--- src/verilog/stopwatch_pkg.sv ---
// shared constants and types for the stopwatch and 24-hour clock control block
// Summary of operation
// - leg-restart: display key drops the held leg
// - leg-restart: display always lit, blanking ignored
// - leg-restart: reset clears counter and display anytime
// - cumulative-lap: first run/halt starts, display live
// - cumulative-lap: second run/halt freezes display, counter runs
// - cumulative-lap: later run/halt loads running total
// - cumulative-lap: display key catches display up
// - cumulative-lap: display always lit
// - interrupted: reset key ignored once timing started
// - interrupted: second run/halt halts counter and display
// - interrupted: further run/halt alternately resume and halt
// - interrupted: display key toggles lit and blank
// - minute-step key adds exactly one minute
// - hour-step key adds exactly one hour
// - clock use: run/halt stops and resumes count
// - counter spans 24 hours in 0.01 s steps
// - single-event: restart after halt clears counter first
// - leg-restart: run/halt captures leg, clears, keeps running
// - leading zero digit pairs blanked automatically
// - hundredths strobe period 1.25 ms, 800 Hz scan
// - mode from select inputs, none high is leg-restart
// - reset clears all, shows 00, display on
// - time base divides clock down to 100 Hz
// - single-event clearing pulse far below 0.01 s
package stopwatch_pkg;
  // ==========================================================
  // timing
  localparam int CLK_PERIOD_NS = 25;
  localparam int TICK_PERIOD_NS = 10_000_000;
  localparam int TICK_CYCLES = TICK_PERIOD_NS / CLK_PERIOD_NS;
  localparam int MUX_PERIOD_NS = 1_250_000;
  localparam int DIGIT_COUNT = 8;
  localparam int SLOT_CYCLES = MUX_PERIOD_NS / (CLK_PERIOD_NS * DIGIT_COUNT);
  // ==========================================================
  // count limits (bcd)
  localparam logic [7:0] LAST_HOUR = 8'h23;
  localparam logic [7:0] LAST_MINUTE = 8'h59;
  localparam logic [7:0] LAST_SECOND = 8'h59;
  localparam logic [7:0] LAST_HUNDREDTH = 8'h99;
  // ==========================================================
  // register map
  localparam logic [7:0] KEYCTL_OFFSET = 8'h00;
  localparam logic [7:0] STATUS_OFFSET = 8'h04;
  localparam logic [7:0] COUNT_OFFSET = 8'h08;
  localparam logic [7:0] SHOWN_OFFSET = 8'h0c;
  localparam int STAT_RUNNING_BIT = 0;
  localparam int STAT_HOLD_BIT = 1;
  localparam int STAT_LIT_BIT = 2;
  localparam int STAT_LOCKED_BIT = 3;
  localparam int STAT_MODE_LSB = 4;
  localparam logic LIT_RESET = 1'b1;
  // ==========================================================
  // types
  typedef struct packed {
    logic [7:0] hours;
    logic [7:0] minutes;
    logic [7:0] seconds;
    logic [7:0] hundredths;
  } time_t;
  typedef struct packed {
    logic run_halt_key;
    logic reset_key;
    logic display_key;
    logic minute_step_key;
    logic hour_step_key;
  } keys_t;
  typedef struct packed {
    logic single_sel;
    logic cumulative_sel;
    logic interrupted_sel;
  } mode_sel_t;
  typedef enum logic [1:0] {
    MODE_LEG,
    MODE_SINGLE,
    MODE_CUMULATIVE,
    MODE_INTERRUPTED
  } mode_t;
endpackage

--- src/verilog/key_events.sv ---
// switch input synchronizers with rising-edge event detection
`timescale 1ns/1ps
module key_events #(
  parameter int WIDTH = 8
) (
  input wire logic pclk,
  input wire logic presetn,
  input wire logic [WIDTH-1:0] raw,
  output logic [WIDTH-1:0] level,
  output logic [WIDTH-1:0] rise
);
  generate
    if (WIDTH < 1)
    begin : g_bad_width
      $error("key_events width must be at least one");
    end
    for (genvar i = 0; i < WIDTH; i++)
    begin : g_key
      logic meta;
      logic stable;
      logic prev;
      always_ff @(posedge pclk or negedge presetn)
      begin
        if (!presetn)
        begin
          meta <= 1'b0;
          stable <= 1'b0;
          prev <= 1'b0;
        end
        else
        begin
          meta <= raw[i];
          stable <= meta;
          prev <= stable;
        end
      end
      assign level[i] = stable;
      assign rise[i] = stable & ~prev;
    end
  endgenerate
endmodule

--- src/verilog/stopwatch_clock_mode_control.sv ---
// multi-mode stopwatch and 24-hour clock control with apb status access
`timescale 1ns/1ps
module stopwatch_clock_mode_control #(
  parameter int TICK_CYCLES = stopwatch_pkg::TICK_CYCLES,
  parameter int SLOT_CYCLES = stopwatch_pkg::SLOT_CYCLES
) (
  input wire logic pclk,
  input wire logic presetn,
  input wire logic psel,
  input wire logic penable,
  input wire logic pwrite,
  input wire logic [7:0] paddr,
  input wire logic [31:0] pwdata,
  output logic [31:0] prdata,
  output logic pready,
  output logic pslverr,
  input wire stopwatch_pkg::keys_t keys,
  input wire stopwatch_pkg::mode_sel_t mode_sel,
  output logic [7:0] digit_strobe,
  output logic [6:0] segments
);
  import stopwatch_pkg::*;

  localparam int KEY_BITS = $bits(keys_t);
  localparam int SEL_BITS = $bits(mode_sel_t);

  generate
    if (TICK_CYCLES < 2 || SLOT_CYCLES < 1)
    begin : g_bad_timing
      $error("tick or slot cycle count too small");
    end
  endgenerate

  // ==========================================================
  // decoding functions
  function automatic mode_t decode_mode(input mode_sel_t s);
    mode_t m;
    if (s.single_sel)
      m = MODE_SINGLE;
    else if (s.cumulative_sel)
      m = MODE_CUMULATIVE;
    else if (s.interrupted_sel)
      m = MODE_INTERRUPTED;
    else
      m = MODE_LEG;
    return m;
  endfunction

  function automatic logic is_mapped(input logic [7:0] a);
    return a == KEYCTL_OFFSET || a == STATUS_OFFSET || a == COUNT_OFFSET
      || a == SHOWN_OFFSET;
  endfunction

  function automatic logic [6:0] seg_decode(input logic [3:0] d);
    logic [6:0] s;
    unique case (d)
      4'h0: s = 7'h3f;
      4'h1: s = 7'h06;
      4'h2: s = 7'h5b;
      4'h3: s = 7'h4f;
      4'h4: s = 7'h66;
      4'h5: s = 7'h6d;
      4'h6: s = 7'h7d;
      4'h7: s = 7'h07;
      4'h8: s = 7'h7f;
      4'h9: s = 7'h6f;
      default: s = 7'h00;
    endcase
    return s;
  endfunction

  // ==========================================================
  // switch inputs
  logic [KEY_BITS+SEL_BITS-1:0] sync_level;
  logic [KEY_BITS+SEL_BITS-1:0] sync_rise;
  keys_t pin_ev;
  mode_sel_t mode_lvl;
  mode_t mode;

  key_events #(.WIDTH(KEY_BITS + SEL_BITS)) u_keys (
    .pclk(pclk),
    .presetn(presetn),
    .raw({keys, mode_sel}),
    .level(sync_level),
    .rise(sync_rise)
  );

  assign pin_ev = keys_t'(sync_rise[KEY_BITS+SEL_BITS-1:SEL_BITS]);
  assign mode_lvl = mode_sel_t'(sync_level[SEL_BITS-1:0]);
  assign mode = decode_mode(mode_lvl);

  // ==========================================================
  // apb slave
  logic setup_phase;
  logic access_phase;
  keys_t soft_ev;
  keys_t ev;

  assign setup_phase = psel & ~penable;
  assign access_phase = psel & penable;
  assign pready = 1'b1;
  assign pslverr = access_phase & ~is_mapped(paddr);
  assign soft_ev = (access_phase && pwrite && paddr == KEYCTL_OFFSET)
    ? keys_t'(pwdata[KEY_BITS-1:0]) : '0;
  assign ev = pin_ev | soft_ev;

  // ==========================================================
  // mode control
  logic running;
  logic hold;
  logic lit;
  logic reset_locked;
  logic timed;
  time_t held;
  time_t count;
  time_t shown;
  logic reset_ok;
  logic run_ev;
  logic disp_ev;
  logic counter_clear;
  logic tick;
  logic [31:0] presc;

  assign reset_ok = ev.reset_key & ~(mode == MODE_INTERRUPTED & reset_locked);
  assign run_ev = ev.run_halt_key & ~reset_ok;
  assign disp_ev = ev.display_key & ~reset_ok;
  // single-cycle clear, far shorter than one count step
  assign counter_clear = reset_ok
    | (run_ev & mode == MODE_LEG & running)
    | (run_ev & mode == MODE_SINGLE & ~running & timed);

  always_ff @(posedge pclk or negedge presetn)
  begin
    if (!presetn)
      running <= 1'b0;
    else if (reset_ok)
      running <= 1'b0;
    else if (run_ev)
    begin
      unique case (mode)
        MODE_LEG: running <= 1'b1;
        MODE_CUMULATIVE: running <= 1'b1;
        MODE_SINGLE: running <= ~running;
        MODE_INTERRUPTED: running <= ~running;
      endcase
    end
  end

  always_ff @(posedge pclk or negedge presetn)
  begin
    if (!presetn)
      hold <= 1'b0;
    else if (reset_ok)
      hold <= 1'b0;
    else if (run_ev && (mode == MODE_LEG || mode == MODE_CUMULATIVE))
      hold <= running;
    else if (disp_ev && (mode == MODE_LEG || mode == MODE_CUMULATIVE))
      hold <= 1'b0;
    else if (mode == MODE_SINGLE || mode == MODE_INTERRUPTED)
      hold <= 1'b0;
  end

  always_ff @(posedge pclk or negedge presetn)
  begin
    if (!presetn)
      held <= '0;
    else if (run_ev && running && (mode == MODE_LEG || mode == MODE_CUMULATIVE))
      held <= count;
  end

  always_ff @(posedge pclk or negedge presetn)
  begin
    if (!presetn)
      lit <= LIT_RESET;
    else if (reset_ok)
      lit <= 1'b1;
    else if (mode == MODE_LEG || mode == MODE_CUMULATIVE)
      lit <= 1'b1;
    else if (disp_ev)
      lit <= ~lit;
  end

  always_ff @(posedge pclk or negedge presetn)
  begin
    if (!presetn)
      reset_locked <= 1'b0;
    else if (reset_ok)
      reset_locked <= 1'b0;
    else if (run_ev && mode == MODE_INTERRUPTED && !running)
      reset_locked <= 1'b1;
  end

  always_ff @(posedge pclk or negedge presetn)
  begin
    if (!presetn)
      timed <= 1'b0;
    else if (reset_ok)
      timed <= 1'b0;
    else if (run_ev)
      timed <= 1'b1;
  end

  // ==========================================================
  // time base and counter
  assign tick = running && presc == 32'(TICK_CYCLES - 1);

  always_ff @(posedge pclk or negedge presetn)
  begin
    if (!presetn)
      presc <= '0;
    else if (counter_clear || tick)
      presc <= '0;
    else if (running)
      presc <= presc + 32'h1;
  end

  time_counter u_counter (
    .pclk(pclk),
    .presetn(presetn),
    .clear(counter_clear),
    .tick(tick),
    .minute_step(ev.minute_step_key),
    .hour_step(ev.hour_step_key),
    .count(count)
  );

  assign shown = hold ? held : count;

  // ==========================================================
  // display scan
  logic [31:0] slot_timer;
  logic [2:0] slot;
  logic [3:0] digit;
  logic digit_blank;

  always_ff @(posedge pclk or negedge presetn)
  begin
    if (!presetn)
    begin
      slot_timer <= '0;
      slot <= '0;
    end
    else if (slot_timer == 32'(SLOT_CYCLES - 1))
    begin
      slot_timer <= '0;
      slot <= slot + 3'h1;
    end
    else
      slot_timer <= slot_timer + 32'h1;
  end

  assign digit = shown[{slot, 2'b00} +: 4];

  // zero suppression works on digit pairs; hundredths always shown
  always_comb
  begin
    unique case (slot[2:1])
      2'd0: digit_blank = 1'b0;
      2'd1: digit_blank = shown[31:8] == '0;
      2'd2: digit_blank = shown[31:16] == '0;
      2'd3: digit_blank = shown[31:24] == '0;
    endcase
  end

  always_ff @(posedge pclk or negedge presetn)
  begin
    if (!presetn)
    begin
      digit_strobe <= '0;
      segments <= '0;
    end
    else
    begin
      digit_strobe <= (lit && !digit_blank) ? 8'h01 << slot : 8'h00;
      segments <= seg_decode(digit);
    end
  end

  // ==========================================================
  // register read
  logic [31:0] status_word;

  always_comb
  begin
    status_word = '0;
    status_word[STAT_RUNNING_BIT] = running;
    status_word[STAT_HOLD_BIT] = hold;
    status_word[STAT_LIT_BIT] = lit;
    status_word[STAT_LOCKED_BIT] = reset_locked;
    status_word[STAT_MODE_LSB +: 2] = mode;
  end

  always_ff @(posedge pclk or negedge presetn)
  begin
    if (!presetn)
      prdata <= '0;
    else if (setup_phase)
    begin
      if (paddr == STATUS_OFFSET)
        prdata <= status_word;
      else if (paddr == COUNT_OFFSET)
        prdata <= count;
      else if (paddr == SHOWN_OFFSET)
        prdata <= shown;
      else
        prdata <= '0;
    end
  end
endmodule

--- src/verilog/time_counter.sv ---
// bcd time-of-day counter, 0.01 s to 24 h, with minute and hour stepping
`timescale 1ns/1ps
module time_counter (
  input wire logic pclk,
  input wire logic presetn,
  input wire logic clear,
  input wire logic tick,
  input wire logic minute_step,
  input wire logic hour_step,
  output stopwatch_pkg::time_t count
);
  import stopwatch_pkg::*;

  // returns {carry, next pair}
  function automatic logic [8:0] pair_inc(input logic [7:0] p, input logic [7:0] last);
    logic [8:0] r;
    if (p == last)
      r = 9'h100;
    else if (p[3:0] == 4'h9)
      r = {1'b0, p[7:4] + 4'h1, 4'h0};
    else
      r = {1'b0, p[7:4], p[3:0] + 4'h1};
    return r;
  endfunction

  logic [8:0] inc_c;
  logic [8:0] inc_s;
  logic [8:0] inc_m;
  logic [8:0] inc_h;
  time_t next_count;

  assign inc_c = pair_inc(count.hundredths, LAST_HUNDREDTH);
  assign inc_s = pair_inc(count.seconds, LAST_SECOND);
  assign inc_m = pair_inc(count.minutes, LAST_MINUTE);
  assign inc_h = pair_inc(count.hours, LAST_HOUR);

  always_comb
  begin
    next_count = count;
    if (tick)
    begin
      next_count.hundredths = inc_c[7:0];
      if (inc_c[8])
      begin
        next_count.seconds = inc_s[7:0];
        if (inc_s[8])
        begin
          next_count.minutes = inc_m[7:0];
          if (inc_m[8])
            next_count.hours = inc_h[7:0];
        end
      end
    end
    // steps add to one field only, no carry
    if (minute_step)
      next_count.minutes = inc_m[7:0];
    if (hour_step)
      next_count.hours = inc_h[7:0];
  end

  always_ff @(posedge pclk or negedge presetn)
  begin
    if (!presetn)
      count <= '0;
    else if (clear)
      count <= '0;
    else
      count <= next_count;
  end
endmodule
--- config.mk ---
export PLATFORM = sky130hd
export DESIGN_NAME = stopwatch_clock_mode_control
export DESIGN_NICKNAME = d
export VERILOG_FILES = /design/src/verilog/stopwatch_pkg.sv /design/src/verilog/key_events.sv /design/src/verilog/stopwatch_clock_mode_control.sv /design/src/verilog/time_counter.sv
export SDC_FILE = /design/constraint.sdc
export NUM_CORES = 1
export LEC_CHECK = 0
export BUFFER_PORTS_ARGS = -buffer_cell sky130_fd_sc_hd__buf_2
export CAP_MARGIN = 20
export CORE_AREA = 4 4 189 191
export CTS_BUF_LIST = sky130_fd_sc_hd__clkbuf_4
export DETAILED_ROUTE_END_ITERATION = 7
export DIE_AREA = 0 0 193 195
export PLACE_DENSITY = 0.47
export SKIP_CTS_REPAIR_TIMING = 1
export SLEW_MARGIN = 20
export SYNTH_ARGS = -nofsm -noshare
export SYNTH_HDL_FRONTEND = slang
export SYNTH_SLANG_ARGS = --single-unit
--- constraint.sdc ---
create_clock -name pclk -period 4.95 [get_ports pclk]
set_input_delay 0.2475 -clock pclk [delete_from_list [all_inputs] [get_ports pclk]]
set_output_delay 0.2475 -clock pclk [all_outputs]
set_load 0.005 [all_outputs]
==> impl_results.html <==
<table>
<tr><th>Metric</th><th>Value</th></tr>
<tr><th colspan="2">Run status</th></tr>
<tr><td>Status</td><td>finished, violations left</td></tr>
<tr><td>Violated checks</td><td>hold timing</td></tr>
<tr><th colspan="2">Critical path</th></tr>
<tr><td>Endpoint class of the critical path</td><td>flip-flop</td></tr>
<tr><td>Endpoint required time on the critical path</td><td>between 5000 and 6000 ps</td></tr>
<tr><td>Reg-to-reg startpoint</td><td>presc[7]</td></tr>
<tr><td>Worst Path Max Fanout</td><td>15</td></tr>
<tr><td>R2R Setup Slk</td><td>1710 ps</td></tr>
<tr><td>Arrival @ worst endpoint</td><td>about 3900 ps</td></tr>
<tr><td>Setup crit start kind</td><td>flip-flop</td></tr>
<tr><td>Depth of the worst register-to-register path</td><td>7</td></tr>
<tr><td>Reg2Reg Capture Point</td><td>u_counter.count[22]</td></tr>
<tr><td>Classification of the worst setup path</td><td>flip-flop to flip-flop</td></tr>
<tr><th colspan="2">Detailed routing</th></tr>
<tr><td>Routed length per placed instance</td><td>about 15 um</td></tr>
<tr><td>Number of vias after detailed routing</td><td>7392</td></tr>
<tr><td>Violation count after the first detailed-routing iteration</td><td>364</td></tr>
<tr><td>Pre-antenna DRT Iters</td><td>4</td></tr>
<tr><td>Routed via count divided by cell count</td><td>4.699</td></tr>
<tr><td>Drt drc</td><td>0</td></tr>
<tr><td>Routed WL</td><td>approximately 24 mm</td></tr>
<tr><td>ANT nets after route</td><td>0</td></tr>
<tr><th colspan="2">Floorplan</th></tr>
<tr><td>Number of top-level pins</td><td>just over 100</td></tr>
<tr><td>Effective utilization at floorplan</td><td>0.2946</td></tr>
<tr><td>Die Area</td><td>about 38000 um2</td></tr>
<tr><td>Chip height</td><td>slightly below 200 um</td></tr>
<tr><td>Row Count</td><td>slightly below 70</td></tr>
<tr><td>CORE AREA</td><td>34120 um2</td></tr>
<tr><td>Floorplan die width</td><td>193 um</td></tr>
<tr><th colspan="2">Yosys</th></tr>
<tr><td>Synth Area in Compound Gates</td><td>0.07406</td></tr>
<tr><td>List of most frequent post-synthesis cells</td><td>dfrtp_1, nand2_1, nor2_1</td></tr>
<tr><td>Prevailing post-synth register cell</td><td>dfrtp_1</td></tr>
<tr><td>Synthesized area per cell</td><td>between 10 and 15 um2</td></tr>
<tr><td>Cell types with the largest area share after synthesis</td><td>dfrtp_1, ha_1, mux4_2, nand2_1, mux2_2</td></tr>
<tr><td>Parity-gate share of the synthesized area counting xor and xnor cells</td><td>0.05489</td></tr>
<tr><td>Adder and majority cell fraction of the synthesized area</td><td>0.03859</td></tr>
<tr><td>Dominant combinational cell family by area after synthesis</td><td>simple AND/OR/NAND/NOR gates</td></tr>
<tr><td>Cell count after synthesis</td><td>959</td></tr>
<tr><td>Synth Warn #</td><td>0</td></tr>
<tr><td>Count of flip-flops with a built-in enable after synthesis</td><td>0</td></tr>
<tr><td>Share of flip-flops with an asynchronous set or reset</td><td>1.000</td></tr>
<tr><td>Count of cell types in the netlist</td><td>between 60 and 70</td></tr>
<tr><td>Post-synth net total</td><td>1043</td></tr>
<tr><td>Yosys top cell by area</td><td>dfrtp_1</td></tr>
<tr><td>#FFs+latches synth</td><td>~200</td></tr>
<tr><td>Fraction of the yosys area taken by sequential cells</td><td>0.5080</td></tr>
<tr><td>Post-synthesis cell area</td><td>10050 um2</td></tr>
<tr><td>Cell with the most instances after synthesis</td><td>dfrtp_1</td></tr>
<tr><td>Post-Synth Simple-Gate Area</td><td>0.1882</td></tr>
<tr><td>Share of the synthesized area in the top cell type</td><td>0.5054</td></tr>
<tr><td>Share of cell area taken by muxes after synthesis</td><td>0.1078</td></tr>
<tr><th colspan="2">Placed design</th></tr>
<tr><td>Dpl ws</td><td>roughly 1700 ps</td></tr>
<tr><td>I/O Buffers</td><td>73</td></tr>
<tr><td>Placed cells</td><td>about 1500</td></tr>
<tr><td>Final HPWL DP</td><td>15.91 mm</td></tr>
<tr><td>Routability congestion estimate</td><td>0.7508</td></tr>
<tr><th colspan="2">CTS</th></tr>
<tr><td>Inserted Clock Buffers</td><td>58</td></tr>
<tr><td>Root buf cell</td><td>clkbuf_4</td></tr>
<tr><td>Latest clock arrival within the worst-skew pair</td><td>about 700 ps</td></tr>
<tr><td>Clock edge transition at the registers on the reported setup and hold paths</td><td>about 70 ps</td></tr>
<tr><td>Total number of clock tree sinks</td><td>between 200 and 250</td></tr>
<tr><td>Clock tree from TritonCTS</td><td>yes</td></tr>
<tr><td>CTS H-tree depth</td><td>2</td></tr>
<tr><td>Maximum number of buffers from clock root to sink</td><td>3</td></tr>
<tr><th colspan="2">Timing</th></tr>
<tr><td>Final clock period utilization by the worst path</td><td>0.6554</td></tr>
<tr><td>Max Clk Rate</td><td>about 310 MHz</td></tr>
<tr><td>Clock Skew</td><td>between 50 and 60 ps</td></tr>
<tr><td>Number of endpoints failing setup at the final stage</td><td>0</td></tr>
<tr><td>Final hold vios</td><td>4</td></tr>
<tr><td>Sum Neg Setup Slack</td><td>0 ps</td></tr>
<tr><td>Worst-Margin Slew</td><td>roughly 1100 ps</td></tr>
<tr><td>Final WS setup</td><td>between 1500 and 2000 ps</td></tr>
<tr><td>Worst hold slack across all endpoints</td><td>-7.907 ps</td></tr>
<tr><td>Setup repair after global routing missed its margin</td><td>false</td></tr>
<tr><td>Post-route minimum period</td><td>~3200 ps</td></tr>
<tr><td>Fin. max-slew vios</td><td>0</td></tr>
<tr><td>Headroom to the max-slew limit</td><td>0.2945</td></tr>
<tr><th colspan="2">Power</th></tr>
<tr><td>Maximum VDD drop</td><td>between 0.0001 and 0.00015 V</td></tr>
<tr><td>Leak</td><td>~5.5 nW</td></tr>
<tr><td>PwrDens</td><td>about 300 nW/um2</td></tr>
<tr><th colspan="2">Finish</th></tr>
<tr><td>Total of fill cells in the finished design</td><td>3513</td></tr>
<tr><td>Nets</td><td>1157</td></tr>
<tr><td>Area of all sequential standard cells</td><td>~5100 um2</td></tr>
<tr><td>Number of non-filler instances in the completed layout</td><td>1573</td></tr>
<tr><td>Area occupied by multi-input gates</td><td>~4700 um2</td></tr>
<tr><td>Area growth from synthesis to final layout</td><td>16.94%</td></tr>
<tr><td>Proportion of layout cells with a drive suffix above 1</td><td>0.2104</td></tr>
<tr><td>Share of the core filled with cells</td><td>0.3445</td></tr>
<tr><th colspan="2">Run</th></tr>
<tr><td>Number of maximum-capacitance violations</td><td>0</td></tr>
<tr><th colspan="2">Global routing</th></tr>
<tr><td>All-Layer GR Usage</td><td>0.1316</td></tr>
<tr><td>Antenna violations before repair</td><td>1</td></tr>
<tr><td>Pin count of the biggest net entering global routing</td><td>about 110</td></tr>
<tr><td>Vias in the first global route</td><td>between 7000 and 8000</td></tr>
<tr><td>First-pass GRT wire length</td><td>40.43 mm</td></tr>
<tr><td>Sum of overflow across all layers after global routing</td><td>0</td></tr>
<tr><th colspan="2">Worst hold path</th></tr>
<tr><td>Source of the worst hold timing path</td><td>penable</td></tr>
<tr><td>Hold path depth</td><td>4</td></tr>
<tr><td>Capture endpoint of the worst hold path</td><td>prdata[5]</td></tr>
<tr><td>Hold/Removal Path Class</td><td>input pin to flip-flop</td></tr>
</table>
-- critical path, stage by stage (launching register included) --
cell and delay [ps]:
dfrtp_1 430, or4b_1 550, or4_4 550, nor3_1 440
a21oi_1 200, clkbuf_4 240, or4b_2 640, a21oi_1 140
-- worst max-delay path by stage --
stage / cells past startpoint / slack [ps] / end / from
finish: 7 / 1710 / u_counter.count[22] / presc[7]
global route: 6 / 1570 / u_counter.count[15] / presc[7]
CTS: 6 / 1660 / u_counter.count[22] / presc[7]
detailed placement: 6 / 1670 / u_counter.count[22] / presc[7]
global placement: 6 / 1680 / u_counter.count[22] / presc[7]
floorplan: 9 / 2000 / segments[5] / hold
-- layout by cell type (no fill, tap or decap), drive strengths merged, types with 8 or more instances in the layout --
| cell type | count |
|---|---|
| nand2 | 101 |
| clkinv | 16 |
| nand3 | 41 |
| xnor2 | 34 |
| mux4 | 17 |
| buf | 78 |
| nor2 | 95 |
| a31oi | 8 |
| clkbuf | 90 |
| and3 | 13 |
| inv | 35 |
| xor2 | 29 |
| o21ai | 55 |
| or4 | 12 |
| dlygate4sd3 | 11 |
| nor3 | 17 |
| a21oi | 34 |
| mux2 | 32 |
| ha | 31 |
| nand4 | 14 |
| and2 | 9 |
| nor4 | 19 |
| dfrtp | 203 |
| mux2i | 34 |
| or3 | 19 |
-- where the power goes --
| group | switching (mW) | internal, mW | total [mW] | leakage, nW |
|---|---|---|---|---|
| sequential | 0.0469 | 1.71 | 1.76 | 2.73 |
| clock | 0.722 | 0.805 | 1.53 | 0.437 |
| combinational | 0.121 | 0.0810 | 0.202 | 2.28 |
| total | 0.889 | 2.60 | 3.49 | 5.46 |
-- registers in the layout, indices dropped and copies added (netlist names), 7 cells and up --
register,cells
held,32
prdata,32
u_counter.count,32
u_keys.g_key.stable,8
u_keys.g_key.meta,8
presc,32
digit_strobe,8
slot_timer,32
segments,7
-- final cells by class --
class / count / area share
Multi-Input combinational cell: 683 / 0.3976
Inverter: 35 / 0.01118
Sequential cell: 204 / 0.4344
Clock inverter: 16 / 0.005322
Antenna cell: 1 / 0.0002129
Clock buffer: 88 / 0.05620
Timing Repair Buffer: 91 / 0.04673
Tap cell: 455 / 0.04843
-- cells by family after synthesis --
family	Yosys count
AOI/OAI and AO/OA	127
muxes	83
adders and majority gates	31
xor gates and xnor gates	63
and+or+nand+nor	378
buffers and inverters	72
DFF	204
other	1
-- stage by stage --
| step | area (um2) | power (mW) | hold WS, ps |
|---|---|---|---|
| floorplan | 10050 | 1.890 | -48.09 |
| global placement | 10910 | 1.985 | 333.4 |
| detailed placement | 10910 | 1.989 | 334.7 |
| CTS | 11630 | 3.563 | -405.4 |
| global route | 11760 | 3.697 | 8.634 |
| finish | 11760 | 3.487 | -7.907 |
-- per-layer routing --
metal | up-vias | track usage | wire, um
met1 | 3597 | 0.1698 | 10980
met4 | 0 | 0.04170 | 553
met3 | 37 | 0.03057 | 1048
li1 | 3649 | - | -
met5 | - | 0 | 0
met2 | 109 | 0.2191 | 11670
Power figures use the tool's default switching activity.
